<file path="src/common/switch_defs.vh">
`ifndef SWITCH_DEFS_VH
`define SWITCH_DEFS_VH

// Port counts and widths
`define SW_NUM_MASTERS 3
`define SW_NUM_SLAVES 4
`define SW_ADDR_W 32
`define SW_DATA_W 64
`define SW_PRIO_W 2

// Master identifiers
`define SW_M_IFETCH 2'd0
`define SW_M_LDST 2'd1
`define SW_M_DMA 2'd2

// Slave decode: address bits [31:30]
`define SW_DEC_HI 31
`define SW_DEC_LO 30
`define SW_S_FLASH 2'd0
`define SW_S_CAL 2'd1
`define SW_S_SRAM 2'd2
`define SW_S_BRIDGE 2'd3

// Arbiter reset value of last granted master
`define SW_LAST_RST 2'd2

`endif

</file>
<file path="src/design/slave_port_arbiter.v">
`timescale 1ns/10ps
`include "switch_defs.vh"

module slave_port_arbiter #(
  parameter PRIO_W = `SW_PRIO_W
) (
  clk_sys,
  rstn,
  req,
  done,
  prio_0,
  prio_1,
  prio_2,
  owner_valid,
  owner
);
  input wire clk_sys;
  input wire rstn;
  input wire [2:0] req;
  input wire done;
  input wire [PRIO_W-1:0] prio_0;
  input wire [PRIO_W-1:0] prio_1;
  input wire [PRIO_W-1:0] prio_2;
  output reg owner_valid;
  output reg [1:0] owner;

  reg [1:0] last_q;
  reg [1:0] pick;
  reg found;
  reg [PRIO_W-1:0] best;
  reg [PRIO_W-1:0] pv;
  reg [1:0] cand;
  reg [2:0] sum;
  integer k;

  // Highest priority, ties broken round robin after last grant
  always @* begin
    pick = 2'd0;
    found = 1'b0;
    best = {PRIO_W{1'b0}};
    pv = {PRIO_W{1'b0}};
    cand = 2'd0;
    sum = 3'd0;
    for (k = 1; k <= 3; k = k + 1) begin
      sum = {1'b0, last_q} + k[2:0];
      if (sum >= 3'd3)
        sum = sum - 3'd3;
      cand = sum[1:0];
      pv = (cand == 2'd0) ? prio_0 : (cand == 2'd1) ? prio_1 : prio_2;
      if (req[cand] && (!found || pv > best)) begin // [RULE_05] [RULE_07]
        found = 1'b1;
        best = pv;
        pick = cand;
      end
    end
  end

  always @(posedge clk_sys or negedge rstn) begin
    if (!rstn) begin
      owner_valid <= 1'b0;
      owner <= 2'd0;
      last_q <= `SW_LAST_RST;
    end else if (owner_valid) begin
      if (done) begin
        owner_valid <= 1'b0; // [RULE_08]
      end
    end else if (found) begin
      owner_valid <= 1'b1;
      owner <= pick;
      last_q <= pick; // [RULE_07]
    end
  end
endmodule

</file>
<file path="src/design/master_slave_switch.v">
// Summary of operation
// [RULE_01] Three master ports: instruction fetch, load/store, DMA.
// [RULE_02] Four slave ports: flash, calibration bus, SRAM, peripheral bridge.
// [RULE_03] Each port has 32-bit address and 64-bit data paths.
// [RULE_04] Masters addressing different slaves transfer concurrently.
// [RULE_05] Contending masters: higher priority master wins the slave port.
// [RULE_06] Losing masters wait, no transfer, until the owner finishes.
// [RULE_07] Equal priority ties granted round robin after last granted master.
// [RULE_08] Priorities are inputs; a grant holds for the whole transaction.
`timescale 1ns/10ps
`include "switch_defs.vh"

module master_slave_switch #(
  parameter AW = `SW_ADDR_W,
  parameter DW = `SW_DATA_W,
  parameter PW = `SW_PRIO_W
) (
  clk_sys,
  rstn,
  m_req,
  m_last,
  m_write,
  m_addr,
  m_wdata,
  m_prio,
  m_ack,
  m_rdata,
  s_req,
  s_last,
  s_write,
  s_addr,
  s_wdata,
  s_ack,
  s_rdata
);
  input wire clk_sys;
  input wire rstn;
  input wire [2:0] m_req;
  input wire [2:0] m_last;
  input wire [2:0] m_write;
  input wire [3*AW-1:0] m_addr;
  input wire [3*DW-1:0] m_wdata;
  input wire [3*PW-1:0] m_prio;
  output reg [2:0] m_ack;
  output reg [3*DW-1:0] m_rdata;
  output reg [3:0] s_req;
  output reg [3:0] s_last;
  output reg [3:0] s_write;
  output reg [4*AW-1:0] s_addr;
  output reg [4*DW-1:0] s_wdata;
  input wire [3:0] s_ack;
  input wire [4*DW-1:0] s_rdata;

  wire [3:0] own_v;
  wire [7:0] own_id;
  reg [11:0] req_map;
  reg [3:0] fin;
  reg [3:0] s_req_d;
  reg [3:0] s_last_d;
  reg [3:0] s_write_d;
  reg [4*AW-1:0] s_addr_d;
  reg [4*DW-1:0] s_wdata_d;
  reg [2:0] m_ack_d;
  reg [3*DW-1:0] m_rdata_d;
  reg [1:0] sel;
  reg [1:0] o;
  reg rstn_meta_q;
  reg rstn_sync_q;
  reg [2:0] m_req_live;
  reg [11:0] grant_map;
  reg [2:0] held;
  integer i;
  integer j;
  integer t;
  integer v;
  integer w;
  integer x;

  // Reset asserts at once, releases two edges later
  always @(posedge clk_sys or negedge rstn) begin
    if (!rstn) begin
      rstn_meta_q <= 1'b0;
      rstn_sync_q <= 1'b0;
    end else begin
      rstn_meta_q <= 1'b1;
      rstn_sync_q <= rstn_meta_q;
    end
  end

  // Request ignored while its ack stands, so no beat repeats
  always @* begin
    m_req_live = m_req & ~m_ack; // [RULE_06]
  end

  // Slave port owned by each master
  always @* begin
    grant_map = 12'h000;
    held = 3'h0;
    for (v = 0; v < 4; v = v + 1) begin
      if (own_v[v]) begin
        grant_map[own_id[v*2 +: 2]*4+v] = 1'b1;
        held[own_id[v*2 +: 2]] = 1'b1;
      end
    end
  end

  // Decode each master's target slave
  always @* begin
    req_map = 12'h000;
    sel = 2'd0;
    for (i = 0; i < 3; i = i + 1) begin
      sel = m_addr[i*AW+`SW_DEC_HI -: 2];
      if (m_req_live[i] && !held[i])
        req_map[sel*3+i] = 1'b1; // [RULE_01] [RULE_02]
    end
  end

  // Owner finishes on the last beat it is acked for
  always @* begin
    fin = 4'h0;
    for (t = 0; t < 4; t = t + 1)
      fin[t] = own_v[t] & s_req[t] & s_ack[t] & s_last[t]; // [RULE_08]
  end

  genvar g;
  generate
    for (g = 0; g < 4; g = g + 1) begin : arb
      slave_port_arbiter #(.PRIO_W(PW)) u_arb (
        .clk_sys(clk_sys),
        .rstn(rstn_sync_q),
        .req(req_map[g*3 +: 3]),
        .done(fin[g]),
        .prio_0(m_prio[0*PW +: PW]),
        .prio_1(m_prio[1*PW +: PW]),
        .prio_2(m_prio[2*PW +: PW]),
        .owner_valid(own_v[g]),
        .owner(own_id[g*2 +: 2])
      );
    end
  endgenerate

  // Route owner to each slave; non-owners see no ack and stall
  always @* begin
    s_req_d = 4'h0;
    s_last_d = 4'h0;
    s_write_d = 4'h0;
    s_addr_d = {4*AW{1'b0}};
    s_wdata_d = {4*DW{1'b0}};
    o = 2'd0;
    for (j = 0; j < 4; j = j + 1) begin
      o = own_id[j*2 +: 2];
      if (own_v[j] && !fin[j]) begin // [RULE_04] [RULE_06]
        s_req_d[j] = m_req_live[o] &
          (m_addr[o*AW+`SW_DEC_HI -: 2] == j[1:0]);
        s_last_d[j] = m_last[o];
        s_write_d[j] = m_write[o];
        s_addr_d[j*AW +: AW] = m_addr[o*AW +: AW]; // [RULE_03]
        s_wdata_d[j*DW +: DW] = m_wdata[o*DW +: DW];
      end
    end
  end

  // Return ack and read data from the owned slave to its master
  always @* begin
    m_ack_d = 3'h0;
    m_rdata_d = {3*DW{1'b0}};
    for (w = 0; w < 3; w = w + 1) begin
      for (x = 0; x < 4; x = x + 1) begin
        if (grant_map[w*4+x] && s_ack[x] && s_req[x]) begin
          m_ack_d[w] = 1'b1;
          m_rdata_d[w*DW +: DW] = s_rdata[x*DW +: DW];
        end
      end
    end
  end

  always @(posedge clk_sys or negedge rstn_sync_q) begin
    if (!rstn_sync_q) begin
      s_req <= 4'h0;
      s_last <= 4'h0;
      s_write <= 4'h0;
      s_addr <= {4*AW{1'b0}};
      s_wdata <= {4*DW{1'b0}};
      m_ack <= 3'h0;
      m_rdata <= {3*DW{1'b0}};
    end else begin
      s_req <= s_req_d & ~(s_ack & s_req); // [RULE_08]
      s_last <= s_last_d;
      s_write <= s_write_d;
      s_addr <= s_addr_d;
      s_wdata <= s_wdata_d;
      m_ack <= m_ack_d;
      m_rdata <= m_rdata_d;
    end
  end
endmodule

</file>
<file path="config.mk">
export PLATFORM = sky130hd
export DESIGN_NAME = master_slave_switch
export DESIGN_NICKNAME = d
export VERILOG_FILES = /design/src/design/slave_port_arbiter.v /design/src/design/master_slave_switch.v
export VERILOG_INCLUDE_DIRS = /design/src /design/src/common
export SDC_FILE = /design/constraint.sdc
export NUM_CORES = 2
export LEC_CHECK = 0
export ABC_AREA = 1
export BUFFER_PORTS_ARGS = -buffer_cell sky130_fd_sc_hd__buf_2
export CORE_AREA = 8 8 446 448
export CTS_BUF_LIST = sky130_fd_sc_hd__clkbuf_4
export DETAILED_ROUTE_END_ITERATION = 6
export DIE_AREA = 0 0 454 456
export HOLD_SLACK_MARGIN = 0.05
export PLACE_DENSITY_LB_ADDON = 0.3
export REMOVE_ABC_BUFFERS = 1
export SLEW_MARGIN = 25
export SYNTH_ARGS = -nofsm -noshare
export SYNTH_HDL_FRONTEND = slang
export SYNTH_SLANG_ARGS = --single-unit
</file>
<file path="constraint.sdc">
create_clock -name clk_sys -period 21.7 [get_ports clk_sys]
set_clock_uncertainty 0.1 [all_clocks]
set_input_delay 6.51 -clock clk_sys [delete_from_list [all_inputs] [get_ports clk_sys]]
set_output_delay 6.51 -clock clk_sys [all_outputs]
set_load 0.02 [all_outputs]
</file>
==> results list <==
* Worst Max-Slew Pin Slew: between 1 and 1.5 ns
- Placed inst area: between 40,000 and 50,000 um2
- Dividing the final minimum period by the clock period gives 0.411.
* CP max stage cell: sky130_fd_sc_hd__ha_1
- Maximum operating frequency: about 110 MHz
* Average cell area after synthesis: around 8.0 um2
* Busiest grt layer: met2
- Top cell type's share of synthesized area: 0.466
- IR analysis of the VDD net gives a maximum drop of 0.101 mV.
- Setup repair after global routing left no endpoint under its margin.
* Type of the most critical hold path: flop to flop
* Die width: 454 um
* Tmin final: 8.92 ns
* Area used by multi-input combinational logic: roughly 15,000 um2
- The library cell used most frequently in the layout, excluding fill and tap cells, is sky130_fd_sc_hd__buf_2.
* Design Area, Final: about 43,000 um2
- In this run the static leakage power is ~22 nW.
* Synth top area cells: sky130_fd_sc_hd__dfrtp_1 (47%), sky130_fd_sc_hd__a21oi_1 (15%), sky130_fd_sc_hd__o21ai_0 (8.1%), sky130_fd_sc_hd__nor2_1 (5.2%), sky130_fd_sc_hd__o211ai_1 (4.6%)
- Entering global routing, the biggest net connects 97 pins.
* PD cells: 157 nW/um2
- Number of DRC markers in iteration 0: 3,820
* Count of nets left with antenna violations after detail routing: 0
* Most used cells in the layout excluding fill and tap cells: sky130_fd_sc_hd__buf_2 (1,155), sky130_fd_sc_hd__a21oi_1 (991), sky130_fd_sc_hd__dfrtp_1 (600)
- Slew Limit Fails: 0
- Total power draw: 0.00678 W
- The Yosys step of the flow raised 0 warnings.
* Critical path fanouts, max: 6
- Placement row count: 161
* Overflow after GRT: 0
* Met2 usage in global routing: 0.323
- Number of buffers inserted to repair setup after CTS: 0
- After the last flow step, the layout net total stands at between 5,000 and 6,000.
* Headroom to the max-slew limit: 0.270
- Routability-driven placement finished with a final weighted congestion of between 0.8 and 0.9.
* Crit path kind: primary input to flop
* Total half-perimeter wirelength after legalization and detailed placement: ~150,000 um
- TritonCTS built the clock tree.
- Wirelength per Cell: roughly 27 um
* Run status: completed
* Number of storage elements in the synthesis netlist: 609
* Clock tree sinks: just over 600
- Registers take approximately 15,000 um2.
* Final WL: 212,000 um
- Minimum setup slack in the final design: around 13 ns
- The die is 456 um tall.
* Clock latency of the later-clocked register in the worst-skew pair: ~1.2 ns
- In the global route stage, met3 resource usage came out at 0.0565.
* Met1 capacity usage during global routing: 0.216
- Number of vias after detailed routing: roughly 38,000
- Max-cap check violation count: 0
- The area growth from synthesis to layout is 33.0%.
- Ratio of cells with drive above 1 in the final layout: 0.299
- Setup slack on the worst reg-to-reg path comes out at ~17 ns.
* # IOs: between 1,000 and 1,500
* Number of levels the H-tree was split into: 4
* Fin util: 0.226
* Die area: 207,000 um2
- After detailed routing, the number of remaining DRC violations is 0.
- The share of the Yosys chip area taken by registers is 0.469.
- Using the TritonRoute via totals, the vias-per-cell ratio works out to between 4 and 5.
- Core area: about 190,000 um2
* Crit path largest cell delay: around 0.34 ns
- Clk slew on worst S/H paths: around 0.060 ns
* Pre-CTS worst setup slack: 11.56 ns
- The filler cells instantiated in the layout total about 21,000.
- STA puts the critical path data required time at roughly 23 ns.
- The most numerous cell type found on the critical path is sky130_fd_sc_hd__nand2_1.
- Hold repair after CTS inserted 0 buffers.
- Count of different cell masters after synthesis: 42
- Category of the worst setup path launch point: primary input
- Overall global routing resource usage: 0.192
- Synthesis produced 4,089 cells.
- During placement, the flow inserted port buffers numbering about 1,200.
- Total of cells resized after clock tree synthesis: 0
- Synth area leader: sky130_fd_sc_hd__dfrtp_1
* Maximum count of clock buffers along a single path: 3
- Setup violations remaining at the end of the flow were counted as 0.
* Antenna violations before repair: 93
- For the worst setup path, the data arrival time is 9.92 ns.
- Number of clock buffers inserted by TritonCTS: ~190
- Final setup TNS: 0 ns
- Critical path endpoint category: flop
* Router iterations before antenna repair: 7
- The tree is rooted in a sky130_fd_sc_hd__clkbuf_4.
- The first global-routing pass estimated between 200,000 and 300,000 um of wire.
* Number of global-route vias before repair: about 39,000
- For this configuration, the core starts out at a cell density of 0.170.
* Final hold violations: 0
* Netlist area before placement: around 33,000 um2
[per-layer routing]
layer | wire length [um] | share of wire
met1 | 76500 | 0.36
met2 | 103000 | 0.49
met4 | 11900 | 0.056
met3 | 19900 | 0.094
met5 | 301 | 0.0014
[registers in the layout, indices dropped and copies added, names as in the netlist]
register,count
s_addr,128
s_last,4
rstn_meta_q,1
arb.u_arb.owner_valid,4
m_rdata,192
s_write,4
rstn_sync_q,1
s_wdata,256
arb.u_arb.last_q,8
m_ack,3
s_req,4
arb.u_arb.owner,4
[power by group]
part | switching (W) | leakage [nW] | total (W) | internal, W
registers | 0.000281 | 7.71 | 0.00189 | 0.00161
clock network | 0.000590 | 1.36 | 0.00115 | 0.000565
logic | 0.00273 | 12.9 | 0.00373 | 0.00101
[cells in the mapped netlist]
| cell | n |
|---|---|
| sky130_fd_sc_hd__a21oi_1 | 991 |
| sky130_fd_sc_hd__dfrtp_1 | 605 |
| sky130_fd_sc_hd__o21ai_0 | 529 |
| sky130_fd_sc_hd__nor2_1 | 450 |
| sky130_fd_sc_hd__inv_1 | 322 |
| sky130_fd_sc_hd__clkbuf_1 | 304 |
| sky130_fd_sc_hd__o211ai_1 | 198 |
| sky130_fd_sc_hd__a22oi_1 | 195 |
| sky130_fd_sc_hd__nand2_1 | 173 |
| sky130_fd_sc_hd__nor3_1 | 96 |
| sky130_fd_sc_hd__nand3_1 | 50 |
| sky130_fd_sc_hd__buf_1 | 45 |
| sky130_fd_sc_hd__ha_1 | 41 |
| sky130_fd_sc_hd__inv_2 | 13 |
| sky130_fd_sc_hd__nand2_2 | 12 |
| sky130_fd_sc_hd__buf_2 | 6 |
| sky130_fd_sc_hd__o21ai_1 | 6 |
| sky130_fd_sc_hd__nand4_1 | 5 |
| sky130_fd_sc_hd__a211oi_1 | 4 |
| sky130_fd_sc_hd__a21oi_2 | 4 |
| sky130_fd_sc_hd__buf_4 | 4 |
| sky130_fd_sc_hd__dfstp_2 | 4 |
| sky130_fd_sc_hd__o221ai_1 | 4 |
| sky130_fd_sc_hd__a211oi_2 | 3 |
| sky130_fd_sc_hd__nand3_2 | 3 |
| sky130_fd_sc_hd__o21ai_2 | 3 |
| sky130_fd_sc_hd__o22ai_1 | 3 |
| sky130_fd_sc_hd__or2_2 | 2 |
| sky130_fd_sc_hd__a2111oi_0 | 1 |
| sky130_fd_sc_hd__a21oi_4 | 1 |
| sky130_fd_sc_hd__a311oi_1 | 1 |
| sky130_fd_sc_hd__a31oi_1 | 1 |
| sky130_fd_sc_hd__conb_1 | 1 |
| sky130_fd_sc_hd__nand2_4 | 1 |
| sky130_fd_sc_hd__nand3b_1 | 1 |
| sky130_fd_sc_hd__nor2_2 | 1 |
| sky130_fd_sc_hd__nor2_4 | 1 |
| sky130_fd_sc_hd__nor2_8 | 1 |
| sky130_fd_sc_hd__nor4_1 | 1 |
| sky130_fd_sc_hd__o2111a_1 | 1 |
| sky130_fd_sc_hd__o2111ai_1 | 1 |
| sky130_fd_sc_hd__xor2_1 | 1 |
[metrics by stage]
step | hold slack [ns] | cells
6_report | 0.255 | 7874
5_1_grt | 0.268 | 7854
4_1_cts | 0.258 | 7806
3_5_place_dp | 0.240 | 7478
3_3_place_gp | 0.239 | 7478
2_1_floorplan | 0.231 | 3730
[logic make-up after synthesis]
group / after synthesis / share of synthesized area
AOI/OAI and AO/OA: 1946 / 0.333
xor gates and xnor gates: 1 / 0.000269
adders and majority gates: 41 / 0.0158
buffers and inverters: 694 / 0.0808
DFF: 609 / 0.469
other: 1 / 0.000115
and+or+nand+nor: 797 / 0.101
[layout make-up]
type	instances	area share
inverter	335	0.0298
timing repair buffer	1222	0.146
sequential	609	0.353
multi-input combinational	2786	0.340
clock buffer	257	0.0446
clock inverter	71	0.00894
antenna	68	0.00394
tap	2526	0.0731
[path summary, 6_finish.rpt]
kind                                  startpoint               endpoint  cells after the start
setup / recovery                        m_req[1]  arb[3].u_arb.owner[1]                     25
hold / removal                       rstn_meta_q            rstn_sync_q                      0
setup reg to reg           arb[0].u_arb.owner[1]  arb[3].u_arb.owner[1]                     25
hold reg to reg                      rstn_meta_q            rstn_sync_q                      0
max in group asynchronous                   rstn            rstn_sync_q                      1
min in group asynchronous            rstn_sync_q            m_rdata[16]                      0
[worst max-delay path: cells and delay by family]
family	cells	cell delay (ns)
compound gates	6	0.95
simple gates	13	1.62
fa+ha+maj	2	0.64
buf+inv	4	0.21
Note: power is estimated with default switching activity, not from simulation.
